--- src/rtl/usmc_defs.vh ---
// constants for the synchronous master clock serial unit
`ifndef USMC_DEFS_VH
`define USMC_DEFS_VH
`define USMC_DIV_W 16
`define USMC_DIV_DEFAULT 16'h0010
`define USMC_DATA_W 9
`define USMC_BITS_8 4'h8
`define USMC_BITS_9 4'h9
`define USMC_CNT_W 4
`endif

--- src/rtl/usmc_sync_master.v ---
// synchronous master mode transmitter and receiver with emitted bit clock
`timescale 1ns/1ns
`include "usmc_defs.vh"
module usmc_sync_master (
  input wire i_clock,
  input wire i_sys_rst,
  input wire i_clock_output_enable,
  input wire i_transmitter_enable,
  input wire i_receiver_enable,
  input wire i_last_bit_clock_pulse,
  input wire i_serial_clock_polarity,
  input wire i_serial_clock_phase,
  input wire i_word_length_select,
  input wire i_send_break,
  input wire [`USMC_DIV_W-1:0] i_baud_div,
  input wire [`USMC_DATA_W-1:0] i_tx_data,
  input wire i_tx_valid,
  output wire o_tx_ready,
  output reg [`USMC_DATA_W-1:0] o_rx_data,
  output reg o_rx_valid,
  output reg o_busy,
  output reg o_serial_clock_out,
  output reg o_tx_line,
  input wire i_rx_line
);
  localparam [3:0] ST_IDLE = 4'h1;
  localparam [3:0] ST_START = 4'h2;
  localparam [3:0] ST_DATA = 4'h4;
  localparam [3:0] ST_STOP = 4'h8;
  reg [3:0] state_q;
  reg [`USMC_DIV_W-1:0] div_q;
  reg half_q;
  reg [`USMC_CNT_W-1:0] bit_q;
  reg [`USMC_DATA_W-1:0] sh_q;
  reg [`USMC_DATA_W-1:0] rx_q;
  reg brk_q;
  reg rx_s1_q;
  reg rx_s2_q;
  wire [`USMC_CNT_W-1:0] nbits;
  wire tick;
  wire last_bit;
  wire clk_gate;
  wire [`USMC_DIV_W-1:0] half_div;
  //////////////////////////////////////////////////////////////////////////////
  // frame timeline, in half bit ticks of the divider:
  //   idle   : line high, clock parked at its idle level
  //   take   : word latched, line driven low for the start bit
  //   start  : two ticks, clock held idle so the peer sees no edge
  //   data   : two ticks per bit, half_q low in the first half and high in
  //            the second; the line moves only at the end of a bit
  //   stop   : two ticks, line high, clock held idle
  //   return : received word published, busy dropped in the same cycle
  // busy falls together with the return to idle, so ready can never be
  // seen while busy is still high; a new word is taken one cycle later.
  //
  // the clock is a registered copy of the gate and half_q, one system
  // cycle behind the sequencer. that costs a cycle of skew against the
  // line but keeps the pin free of the one cycle spikes that a
  // combinational mix of the divider tick would produce.
  //
  // limitation: the receiver captures through a two stage synchroniser,
  // so the divider must leave at least four system cycles per half bit
  // for a peer that answers on the emitted clock.
  //
  // limitation: the last data bit is still captured when its clock pulse
  // is suppressed; software should ignore that bit in such frames.
  //
  // polarity, phase and last pulse bits are read live; they must only be
  // changed while busy is low, otherwise a frame in flight
  // may show a short clock phase.
  //////////////////////////////////////////////////////////////////////////////
  // frame length and baud tick; a half bit tick gives the two clock edges
  assign nbits = i_word_length_select ? `USMC_BITS_9 : `USMC_BITS_8;
  assign half_div = {1'b0, i_baud_div[`USMC_DIV_W-1:1]};
  assign tick = (div_q == 16'h0000);
  assign last_bit = (bit_q == nbits - 4'h1);
  // accept a word only in sync mode with transmitter on
  assign o_tx_ready = (state_q == ST_IDLE) & i_transmitter_enable & i_clock_output_enable
                      & ~i_send_break;
  // clock pulses only in data bits, optionally not in the last one
  assign clk_gate = (state_q == ST_DATA) & ~brk_q & (~last_bit | i_last_bit_clock_pulse);
  //////////////////////////////////////////////////////////////////////////////
  // rx line is an outside pin: two stage synchroniser before use
  always @(posedge i_clock) begin
    if (i_sys_rst) begin
      rx_s1_q <= 1'b1;
      rx_s2_q <= 1'b1;
    end else begin
      rx_s1_q <= i_rx_line;
      rx_s2_q <= rx_s1_q;
    end
  end
  //////////////////////////////////////////////////////////////////////////////
  // frame sequencer: start, data lsb first, stop, as in async framing
  always @(posedge i_clock) begin
    if (i_sys_rst) begin
      state_q <= ST_IDLE;
      div_q <= 16'h0000;
      half_q <= 1'b0;
      bit_q <= 4'h0;
      sh_q <= 9'h000;
      rx_q <= 9'h000;
      o_rx_data <= 9'h000;
      o_rx_valid <= 1'b0;
      o_busy <= 1'b0;
      o_tx_line <= 1'b1;
    end else begin
      o_rx_valid <= 1'b0;
      div_q <= tick ? half_div : div_q - 16'h0001;
      case (state_q)
        ST_IDLE: begin
          half_q <= 1'b0;
          bit_q <= 4'h0;
          o_busy <= 1'b0;
          o_tx_line <= ~(i_send_break & i_transmitter_enable);
          if (i_tx_valid & o_tx_ready) begin
            sh_q <= i_tx_data;
            o_busy <= 1'b1;
            o_tx_line <= 1'b0;
            div_q <= half_div;
            state_q <= ST_START;
          end
        end
        ST_START: begin
          if (tick) begin
            half_q <= ~half_q;
            if (half_q) begin
              o_tx_line <= sh_q[0];
              state_q <= ST_DATA;
            end
          end
        end
        ST_DATA: begin
          if (tick) begin
            half_q <= ~half_q;
            // in phase 0 the first half edge is the leading edge and the second the trailing edge; phase 1 swaps them
            if (~half_q) begin
              // phase 0 captures on the first edge
              if (~i_serial_clock_phase & i_receiver_enable) begin
                rx_q[bit_q] <= rx_s2_q;
              end
            end else begin
              if (i_serial_clock_phase & i_receiver_enable) begin
                rx_q[bit_q] <= rx_s2_q;
              end
              if (last_bit) begin
                o_tx_line <= 1'b1;
                state_q <= ST_STOP;
              end else begin
                o_tx_line <= sh_q[bit_q + 4'h1];
                bit_q <= bit_q + 4'h1;
              end
            end
          end
        end
        ST_STOP: begin
          if (tick) begin
            half_q <= ~half_q;
            if (half_q) begin
              o_rx_data <= rx_q;
              o_rx_valid <= i_receiver_enable;
              o_busy <= 1'b0;
              state_q <= ST_IDLE;
            end
          end
        end
        default: begin
          state_q <= ST_IDLE;
        end
      endcase
    end
  end
  //////////////////////////////////////////////////////////////////////////////
  // break request register; it only gates the clock, the line itself is
  // driven low from idle by the sequencer, so a break mid frame leaves the line alone but stops the clock
  always @(posedge i_clock) begin
    if (i_sys_rst) begin
      brk_q <= 1'b0;
    end else begin
      brk_q <= i_send_break & i_transmitter_enable;
    end
  end
  //////////////////////////////////////////////////////////////////////////////
  // emitted clock: idle level is the polarity bit; half_q marks the second
  // half of a data bit, so phase 0 puts the first edge mid bit and phase 1
  // at the start of the bit; two edges per clocked bit
  always @(posedge i_clock) begin
    if (i_sys_rst) begin
      o_serial_clock_out <= 1'b0;
    end else if (clk_gate & i_clock_output_enable) begin
      o_serial_clock_out <= i_serial_clock_polarity ^ half_q
                            ^ i_serial_clock_phase;
    end else begin
      o_serial_clock_out <= i_serial_clock_polarity;
    end
  end
endmodule

--- config.mk ---
export PLATFORM = sky130hd
export DESIGN_NAME = usmc_sync_master
export DESIGN_NICKNAME = d
export VERILOG_FILES = /design/src/rtl/usmc_sync_master.v
export VERILOG_INCLUDE_DIRS = /design/src /design/src/rtl
export SDC_FILE = /design/constraint.sdc
export NUM_CORES = 1
export LEC_CHECK = 0
export ABC_CLOCK_PERIOD_IN_PS = 6150
export BUFFER_PORTS_ARGS = -buffer_cell sky130_fd_sc_hd__buf_4
export CAP_MARGIN = 0
export CELL_PAD_IN_SITES_DETAIL_PLACEMENT = 0
export CELL_PAD_IN_SITES_GLOBAL_PLACEMENT = 1
export CORE_MARGIN = 2
export CORE_UTILIZATION = 25
export DETAILED_ROUTE_END_ITERATION = 12
export PLACE_DENSITY_LB_ADDON = 0.1
export SLEW_MARGIN = 15
export SYNTH_ARGS = -nofsm -noshare
export SYNTH_HDL_FRONTEND = slang
export SYNTH_SLANG_ARGS = --single-unit
export TNS_END_PERCENT = 20
--- constraint.sdc ---
create_clock -name i_clock -period 6.15 [get_ports i_clock]
set_clock_uncertainty 0.05 [all_clocks]
set_input_delay 0.615 -clock i_clock [delete_from_list [all_inputs] [get_ports i_clock]]
set_output_delay 0.615 -clock i_clock [all_outputs]
set_load 0.02 [all_outputs]
# After elaboration in Yosys (flattened, before gate mapping)
# Cells that the tools add are included.
classes:
  addsub: 3
  magnitude_cmp: 3
  eq_ne: 16
  mux: 39
  bitwise: 21
  n_reduce_logical: 17
op_table:
  columns: ["operator", "count"]
  rows:
  - ["two-way mux 16 bit", 3]
  - ["two-way mux 4 bit", 11]
  - ["two-way mux 9 bit", 3]
  - ["logical NOT 16 bit", 1]
  - ["inequality test 2 bit (second input constant)", 8]
  - ["case mux 4 bit (4 select lines)", 1]
  - ["subtractor 16 x 1 -> 16 bit (second input constant)", 1]
  - ["two-way mux 1 bit", 14]
  - ["bitwise AND 1 bit", 10]
  - ["< comparator 4 x 5 -> 1 bit (second input constant)", 2]
  - ["bitwise mux 9 bit", 1]
  - ["NOT 1 bit", 8]
  - ["case mux 4 bit (2 select lines)", 1]
  - ["AND reduction 4 bit", 2]
  - ["AND reduction 8 bit", 1]
  - ["nonzero test 2 bit", 4]
  - ["inequality test 2 x 1 -> 1 bit (second input constant)", 3]
  - ["AND reduction 3 bit", 2]
  - ["AND reduction 5 bit", 1]
  - ["adder 4 x 1 -> 4 bit (second input constant)", 1]
  - ["binary-select mux 1 bit (select 4 bit)", 1]
  - ["demux 1 bit (select 4 bit)", 1]
  - ["equality test 4 x 1 -> 1 bit (second input constant)", 1]
  - ["equality test 4 x 2 -> 1 bit (second input constant)", 1]
  - ["other kinds (14)", 17]
totals:
  reg_bits: 59
  out_inout_bits: 14
  wordCells: 113

# Longest topological paths before layout
# Gate-level depths: netlist (run 1).
depth:
  word_depth: 8
  depth_mapped: 8

# Least setup slack after synthesis (run 1)
# OpenSTA, ideal clock, no wires.
synth_path:
  path_type: "reg-to-reg"
  startpoint: "reg div_q[10]"
  endpoint: "reg rx_q[4]"
  t_arrival_ns: 2.094
  t_required_ns: 5.971
  path_slack_ns: 3.878
  stages_incl_launch_ff: 6
  path_buffers: 0
  period_less_slack_ns: 2.272
  cell_sequence: "dfxtp_1 or4_4 or4_4 nor4_4 nand3_1 mux2i_1"
synth_via:
  elab_chain_cells: 2
synth_lines:
  columns: ["element", "line", "text"]
  rows:
  - ["start: declaration", "usmc_sync_master.v:31", "reg [`USMC_DIV_W-1:0] div_q;"]
  - ["start signal: assignment", "usmc_sync_master.v:109", "div_q <= tick ? half_div : div_q - 16'h0001;"]
  - ["start signal: assignment", "usmc_sync_master.v:120", "div_q <= half_div;"]
  - ["logical NOT 16 bit", "usmc_sync_master.v:75", "assign tick = (div_q == 16'h0000);"]
  - ["AND reduction 4 bit (no line)", null, null]
  - ["end signal: indexed assignment", "usmc_sync_master.v:140", "rx_q[bit_q] <= rx_s2_q;"]
  - ["end signal: indexed assignment", "usmc_sync_master.v:144", "rx_q[bit_q] <= rx_s2_q;"]
  - ["end: declaration", "usmc_sync_master.v:35", "reg [`USMC_DATA_W-1:0] rx_q;"]
# Every way passes these cells.
# A chain may end at the register's enable or synchronous reset.

# Worst setup path in the final report (run 1)
layout_path:
  startpoint: "reg div_q[4]"
  endpoint: "reg bit_q[2]"
layout_via:
  elab_chain_cells: 3
layout_lines:
  columns: ["element", "line", "text"]
  rows:
  - ["logical NOT 16 bit", "usmc_sync_master.v:75", null]
  - ["inequality test 2 bit (no line)", null, null]
  - ["AND reduction 4 bit (no line)", null, null]
  - ["end signal: assignment", "usmc_sync_master.v:151", "bit_q <= bit_q + 4'h1;"]
  - ["end: declaration", "usmc_sync_master.v:33", "reg [`USMC_CNT_W-1:0] bit_q;"]
# Every way passes these cells.

==> results by stage, run 1 <==
Placed design:
- The congestion estimate from routability-driven global placement came to 0.772.
- Summing all placed instances gives a cell area of 3390 µm².
- The number of port buffers is between 40 and 50.
- After legalization and detailed placement, the total HPWL measured between 5000 and 6000 µm.

STA:
- The headroom to the max-slew limit is 0.385.
- The worst-margin pin slew is 0.915 ns.
- Setup total negative slack on the finished layout was measured at 0 ns.
- The final critical-path share of the clock period is 0.463.
- The number of endpoints with negative hold slack in the final report is 0.
- The max-slew violation count is 0.
- The final number of setup-violating endpoints is 0.
- Setup repair after global routing left no endpoint under its margin.
- The clock period could shrink to 2.84 ns.
- The highest clock frequency the design can meet is 352 MHz.

Setup path:
- The worst setup path is captured at a flop.
- Tracing the worst setup path back leads to its startpoint at div_q[4]$_SDFF_PP0_.
- The sum of buffers and inverters on the critical path is 0.
- STA puts the critical path data arrival time at 3.04 ns.
- The critical-path maximum fanout is 13.
- The cell class contributing the biggest share of worst-path delay is simple AND/OR/NAND/NOR gates.
- The worst register-to-register path has a depth of 5.
- For this run, the slowest stage of the critical path takes 0.82 ns.
- The worst setup slack for register-to-register paths is 3.31 ns.
- STA puts the critical path data required time at 6.35 ns.
- The critical setup path kind is reg -> reg.
- STA classifies the critical path startpoint as a flop.
- The startpoint identified for the worst register-to-register timing path is div_q[4]$_SDFF_PP0_.
- The endpoint identified for the worst register-to-register timing path is bit_q[2]$_SDFFE_PP0P_.
- Traced cell by cell, the critical path runs through nor4_2 > and4_1 > o211ai_1 > or3b_1 > a21oi_1.
- In this run the worst setup path terminates at bit_q[2]$_SDFFE_PP0P_.
- The critical path crosses 5 cells after its start point.
- For this design, the slowest cell found on the critical path is nor4_2.

Job:
- The tool flagged a number of max-cap violations equal to 0.

Yosys:
- The number of warnings reported in the yosys synthesis log is 0.
- The number of unique standard cell types used by synthesis is between 40 and 50.
- Counting every instance in the synthesized netlist gives between 300 and 400.
- Yosys mapped a number of flops with a built-in enable equal to 0.
- The share of synthesized registers carrying an async set or reset is 0.
- When the netlist entered floorplanning its net count stood at 370.
- The total of flip-flops plus latches after synthesis is 59.
- A synthesized cell averages 8.81 µm².
- The cell area after synthesis is 2880 µm².
- Of the synthesized area, sequential elements account for 0.410.
- In the synthesized netlist the dominant register cell turns out to be dfxtp_1.

Clock tree:
- The CTS root buffer is clkbuf_16.
- The number of sinks driven by the clock tree is 59.
- Once the clock tree was built, the setup fixing pass inserted 0 buffers.
- Counting the buffers created by CTS gives 9.
- The largest buffer count on any clock path is 2.
- After clock tree synthesis, the clock-pin slew on the worst setup and hold paths is 0.05 ns.
- The total of hold buffers inserted after clock tree synthesis is 0.
- Once the clock tree was built, the resizer swapped 0 gates to a different size.
- TritonCTS built the clock tree.
- The H-tree was split into 3 levels.
- The clock reaches the later pin of the worst-skew pair after 0.33 ns.

Status:
- The flow ran to the end, and the final reports show no timing, DRC or antenna violations.

Die:
- The die covers roughly 12000 µm².
- For this configuration, the core starts out at a cell density of 0.255.
- The floorplan step defined a core boundary enclosing 11300 µm².
- The vertical die dimension is ~110 µm.
- For this design the top-level I/O count stands at 51.
- The die outline width is 111 µm.
- The site row count is 39.

Power:
- Summed over all cells, the static leakage comes to about 0.0014 µW.
- The cell area power density is around 340 nW/µm².
- The worst supply voltage drop on vdd is 0.000160 V.

Global routing:
- The first global-routing pass estimated about 13000 µm of wire.
- The number of antenna violations at the first check in global routing was 0.
- Entering global routing, the biggest net connects between 60 and 70 pins.
- For this run, the total global-route usage over all layers was measured as 0.131.
- The number of global-route vias before repair is 2540.
- Global routing finished with a remaining overflow of 0.

Hold path:
- The startpoint of the most critical hold path is rx_s1_q$_SDFF_PP1_.
- The class of the worst hold path is reg -> reg.

Final layout:
- The area taken by multi-input logic gates is approximately 1600 µm².
- Fill cells in the final layout number 1202.
- The commonest non-fill, non-tap cell in the layout is dfxtp_1.
- The footprint of the flip-flops and latches is roughly 1200 µm².
- The area growth from synthesis to layout is 27.7%.
- The net count of the finished layout is ~410.
- With fillers left out, the area of the finished cells amounts to around 3700 µm².
- The repair_antennas step left the layout with diodes totalling 0.
- In the final layout, the share of cells above drive strength 1 is 0.212.
- In the layout the commonest cells are 59 x dfxtp_1, 53 x buf_4, 29 x nor2_1.

Route:
- The final route contains 2481 vias.
- Dividing the detail-routed via count by the number of cells gives about 4.8.
- The post-detailed-route DRC marker count is 0.
- After detailed routing, the total wire length is 7710 µm.
- The pre-antenna-repair detailed-routing pass consisted of 4 iterations.
- The remaining number of nets flagged by the antenna check after routing is 0.
- Dividing the detail-routed wire length by the instance count gives 14.9 µm.
- The detailed router finished its first iteration with 66 violations.
-- power by group --
part / internal [µW] / switching (µW)
combinational: 137 / 154
clock: 318 / 168
sequential: 424 / 47.3
total: 879 / 370
-- Yosys cell counts, types with 2 or more instances --
| cell type | number | area [µm²] |
|---|---|---|
| and4_1 | 2 | 17.5 |
| nand2b_1 | 13 | 81.3 |
| or4_1 | 2 | 15.0 |
| buf_1 | 2 | 7.51 |
| a211oi_1 | 13 | 97.6 |
| nor4b_1 | 8 | 70.1 |
| nand2_1 | 26 | 97.6 |
| nand3_1 | 15 | 75.1 |
| dfxtp_1 | 59 | 1180 |
| or3_1 | 2 | 12.5 |
| nor4_1 | 5 | 31.3 |
| or4_4 | 2 | 22.5 |
| clkbuf_1 | 19 | 71.3 |
| a22oi_1 | 2 | 15.0 |
| mux2i_1 | 13 | 130 |
| nand3b_1 | 5 | 37.5 |
| nand4b_1 | 2 | 17.5 |
| inv_1 | 5 | 18.8 |
| xnor2_1 | 11 | 96.3 |
| o32ai_1 | 2 | 17.5 |
| mux4_2 | 2 | 45.0 |
| o21ai_0 | 15 | 75.1 |
| a21oi_1 | 26 | 130 |
| and4b_1 | 2 | 20.0 |
| or2_2 | 2 | 12.5 |
| xor2_1 | 7 | 61.3 |
| nor4bb_1 | 2 | 20.0 |
| nor2_1 | 29 | 109 |
| ha_1 | 6 | 75.1 |
| o31ai_1 | 2 | 15.0 |
| o211ai_1 | 2 | 15.0 |
| nor3_1 | 9 | 45.0 |
-- worst min path at each step --
stage	end	slack [ns]	cells past startpoint
after floorplan	rx_s2_q$_SDFF_PP1_	0.34	1
after global placement	rx_s2_q$_SDFF_PP1_	0.35	1
after detailed placement	rx_s2_q$_SDFF_PP1_	0.35	1
after CTS	rx_s2_q$_SDFF_PP1_	0.37	1
after global routing	rx_s2_q$_SDFF_PP1_	0.39	1
final	rx_s2_q$_SDFF_PP1_	0.37	1
-- area by class of cell --
| type | count | area share |
|---|---|---|
| Timing Repair Buffer | 53 | 0.108 |
| Inverter | 5 | 0.00510 |
| Clock inverter | 3 | 0.0109 |
| Clock buffer | 11 | 0.0660 |
| Tap cell | 143 | 0.0486 |
| Sequential cell | 59 | 0.321 |
| Multi-Input combinational cell | 242 | 0.440 |
-- per-layer routing --
layer	global-route usage	routed length [µm]	vias to the layer above
li1	-	-	1273
met1	0.171	3760	1163
met2	0.212	3620	38
met3	0.0359	233	7
met4	0.0395	97	0
met5	0	0	-
-- worst reg2reg max path, stage by stage, from the launching register on --
cell	delay [ns]
dfxtp_1	0.34
nor4_2	0.82
and4_1	0.70
o211ai_1	0.31
or3b_1	0.43
a21oi_1	0.13
-- per-stage QoR --
| step | setup slack [ns] | util | total power (µW) | cells | hold slack [ns] |
|---|---|---|---|---|---|
| 2_1_floorplan | 3.88 | - | 689 | 327 | 0.339 |
| 3_3_place_gp | 3.31 | 0.299 | 770 | 502 | 0.352 |
| 3_5_place_dp | 3.30 | 0.299 | 768 | 502 | 0.353 |
| 4_1_cts | 3.30 | 0.324 | 1270 | 516 | 0.373 |
| 5_1_grt | 3.07 | 0.325 | 1330 | 516 | 0.395 |
| 6_report | 3.31 | 0.325 | 1250 | 516 | 0.366 |
-- state kept, by name, summed over array words and instances (netlist names), 4 cells and up --
| register | count |
|---|---|
| div_q | 16 |
| rx_q | 9 |
| sh_q | 9 |
| bit_q | 4 |
| o_rx_data | 9 |
| state_q | 4 |
-- cells by family after synthesis --
| group | share of synthesized area |
|---|---|
| compound gates | 0.150 |
| xor+xnor | 0.0547 |
| fa+ha+maj | 0.0261 |
| buf+inv | 0.0339 |
| flops | 0.410 |
| mux | 0.0647 |
| simple gates | 0.261 |
Note: power is estimated with default switching activity, not from simulation.
==> run 2: changes to the inputs <==
--- a/config.mk
+++ b/config.mk
@@ -6,7 +6,7 @@
 export SDC_FILE = /design/constraint.sdc
 export NUM_CORES = 1
 export LEC_CHECK = 0
-export ABC_CLOCK_PERIOD_IN_PS = 6150
+export ABC_CLOCK_PERIOD_IN_PS = 2600
 export BUFFER_PORTS_ARGS = -buffer_cell sky130_fd_sc_hd__buf_4
 export CAP_MARGIN = 0
 export CELL_PAD_IN_SITES_DETAIL_PLACEMENT = 0
==> constraint.sdc (replaced) <==
create_clock -name i_clock -period 2.6 [get_ports i_clock]
set_clock_uncertainty 0.05 [all_clocks]
set_input_delay 0.26 -clock i_clock [delete_from_list [all_inputs] [get_ports i_clock]]
set_output_delay 0.26 -clock i_clock [all_outputs]
set_load 0.02 [all_outputs]
==> run 2 against run 1 <==
Compared with the run above: worst hold slack got worse by 0.30 ns; utilization is 1.1 points higher; first-iteration DRC count increased by 36%; power rose to 2.5 times the previous value; critical path depth unchanged; fmax is 21% higher; worst setup slack worse by 3.0 ns; combinational power grew to 2.7 times the previous value; die area is the same.
==> results by stage, run 2 (synthesis results as in run 1) <==
Route:
- The routed length per instance is 14.6 µm (was 14.9 µm).
- The total wire length after detailed routing is 7730 µm (was 7710 µm).
- The number of optimization iterations in the first detailed-route pass is 4 (unchanged).
- The post-detailed-route DRC marker count is 0 (unchanged).
- The remaining number of nets flagged by the antenna check after routing is 0 (unchanged).
- The vias per cell is 4.80 (was 4.81).
- The total vias in the final route is 2540 (was 2481).
- The number of DRC violations after detailed-routing iteration 0 came to 90 (was 66).

Global routing:
- The global-route wire length before repair is 13200 µm (was 12900 µm).
- The number of antenna violations at the first check in global routing is 0 (unchanged).
- The overflow left after global routing is 0 (unchanged).
- The overall global routing resource usage is 0.132 (was 0.131).
- The maximum number of pins on one net before global-route repair is 65 (unchanged).
- The number of global-route vias before repair is 2576 (was 2540).

Die:
- The full die area is 12400 µm² (unchanged).
- The number of top-level pins came to 51 (unchanged).
- The die outline width is 111 µm (unchanged).
- The core footprint came to 11300 µm² (unchanged).
- The vertical die dimension is 111 µm (unchanged).
- The site row count is 39 (unchanged).
- The effective utilization at floorplan is 0.255 (unchanged).

Setup path:
- The critical setup path kind was reg -> reg (unchanged).
- The worst endpoint data arrival time came to 2.55 ns (was 3.04 ns).
- The worst endpoint required time is 2.81 ns (was 6.35 ns).
- The cell class contributing the biggest share of worst-path delay is simple AND/OR/NAND/NOR gates (unchanged).
- The worst setup slack for register-to-register paths came to 0.26 ns (was 3.31 ns).
- Crit path cell chain: or4_4 > or4_4 > nor4b_1 > mux2_1 > nor2_1 (was nor4_2 > and4_1 > o211ai_1 > or3b_1 > a21oi_1).
- The startpoint of the most critical register-to-register path is div_q[11]$_SDFF_PP0_ (was div_q[4]$_SDFF_PP0_).
- The type of destination of the critical path is a flop (unchanged).
- The critical path startpoint category is a flop (unchanged).
- The sum of buffers and inverters on the critical path is 0 (unchanged).
- The source of the critical timing path was div_q[11]$_SDFF_PP0_ (was div_q[4]$_SDFF_PP0_).
- The largest stage delay on the critical path was 0.57 ns (was 0.82 ns).
- Among the stages of the critical path, the cell type that occurs most often is or4_4.
- The critical-path maximum fanout is 5 (was 13).
- The slowest library cell on the worst path is or4_4 (was nor4_2).

Status:
- Run status: completed (unchanged).

Final layout:
- The commonest non-fill, non-tap cell in the layout is buf_4 (was dfxtp_1).
- The flip-flop count of the largest register after layout is 16 (unchanged).
- The register containing the most flip-flops in the final layout is div_q (unchanged).
- The count of non-filler cells in the finished layout is 529 (was 516).
- The post-route cell area is 3800 µm² (was 3680 µm²).
- The area growth from synthesis to layout is 32.0% (was 27.7%).
- The fraction of layout cells with a size suffix above 1 came to 0.241 (was 0.212).
- The net count of the finished layout is 424 (was 413).
- The number of antenna repair diodes is 0 (unchanged).
- The area taken by multi-input logic gates is 1620 µm² (unchanged).
- Most used cells in the layout excluding fill and tap cells: 64 x buf_4, 59 x dfxtp_1, 29 x nor2_1 (was 59 x dfxtp_1, 53 x buf_4, 29 x nor2_1).
- The footprint of the flip-flops and latches was 1180 µm² (unchanged).
- The number of fill cells in the layout is 1198 (was 1202).

Clock tree:
- The largest buffer count on any clock path is 2 (unchanged).
- The CTS tree is yes (unchanged).
- The number of sinks driven by the clock tree was 59 (unchanged).
- The deepest level of the CTS H-tree is 3 (unchanged).
- The latest clock arrival within the worst-skew pair came to 0.32 ns (was 0.33 ns).
- The total of hold buffers inserted after clock tree synthesis is 0 (unchanged).
- The clock-pin transition on the worst setup and hold timing paths is 0.05 ns (about the same).
- The number of buffers created by CTS came to 9 (unchanged).
- The post-CTS setup buffer count is 0 (unchanged).
- The CTS root buffer is clkbuf_16 (unchanged).

STA:
- The max-slew violation count came to 0 (unchanged).
- RSZ-0062 raised after global routing: false (unchanged).
- The final critical-path share of the clock period is 0.901 (was 0.463).
- The final total negative setup slack was 0 ns (unchanged).
- The worst hold margin is 0.0683 ns (was 0.366 ns).
- The number of endpoints with negative hold slack in the final report is 0 (unchanged).
- The headroom to the max-slew limit is 0.547 (was 0.385).
- The final number of setup-violating endpoints came to 0 (unchanged).
- The worst-margin pin slew came to 0.678 ns (was 0.915 ns).
- The highest clock frequency the design can meet was 427 MHz (was 352 MHz).
- The final critical delay including setup and external delays is 2.34 ns (was 2.84 ns).

Hold path:
- The class of the worst hold path is in -> reg (was reg -> reg).
- The startpoint of the most critical hold path is i_rx_line (was rx_s1_q$_SDFF_PP1_).

Power:
- The leakage power is 0.00148 µW (was 0.00140 µW).
- The cell area power density was 824 nW/µm² (was 339 nW/µm²).
- The worst supply voltage drop on vdd came to 0.000336 V (was 0.000160 V).

Placed design:
- The global placer's final weighted congestion is 0.743 (was 0.772).
- The post-place instance area came to 3470 µm² (was 3390 µm²).
- The HPWL after detailed placement came to 5490 µm (was 5310 µm).
- The cell count after placement came to 513 (was 502).
- The number of port buffers is 49 (unchanged).

Job:
- The number of maximum-capacitance violations came to 0 (unchanged).
## run 2: cell types whose count changed in the layout (fill, tap and decap cells not counted)
cell,delta
clkbuf_8,+3
clkbuf_1,-1
clkinv_2,-1
clkinv_4,+1
buf_4,+11
## run 2: timing repair
| item | 4_1_cts | 5_1_grt |
|---|---|---|
| gates resized for setup | 0 | 0 |
| setup endpoints to repair | 0 | 1 |
| hold endpoints to repair | 0 | 0 |
## run 2: cell type report
type                       instances  area share
inverter                           5     0.00493
clock buffer                      13      0.0737
sequential                        59       0.311
clock inverter                     3      0.0115
tap                              143      0.0470
multi-input combinational        242       0.426
timing repair buffer              64       0.126
## run 2: stage by stage
step	util	setup WS, ns	total power [µW]
2_1_floorplan	-	0.328	1630
3_3_place_gp	0.307	0.157	1890
3_5_place_dp	0.307	0.121	1880
4_1_cts	0.335	0.140	3180
5_1_grt	0.336	0.109	3330
6_report	0.336	0.256	3130
## run 2: final timing paths
| kind | endpoint | cells after the start |
|---|---|---|
| setup reg to reg | half_q$_SDFFE_PP0P_ | 5 |
| hold / removal | rx_s1_q$_SDFF_PP1_ | 2 |
| setup / recovery | half_q$_SDFFE_PP0P_ | 5 |
| hold reg to reg | rx_s2_q$_SDFF_PP1_ | 1 |
## run 2: where the power goes
part / internal (µW) / switching, µW / leakage (µW) / total, µW
logic: 376 / 396 / 0.000839 / 772
clock network: 846 / 421 / 0.000162 / 1270
registers: 1000 / 94.3 / 0.000480 / 1100
## run 2: layer usage
layer  GRT usage  wire length [µm]  vias up  share of wire
li1            -                 -     1292              -
met1       0.182              3840     1201           0.50
met2       0.203              3530       37           0.46
met3      0.0338               250       10          0.032
met4      0.0461               116        0          0.015
met5           0                 0        -              0
## run 2: worst register-to-register path, cell delays in order (launching register included)
cell	delay (ns)
dfxtp_1	0.34
or4_4	0.55
or4_4	0.58
nor4b_1	0.33
mux2_1	0.35
nor2_1	0.08
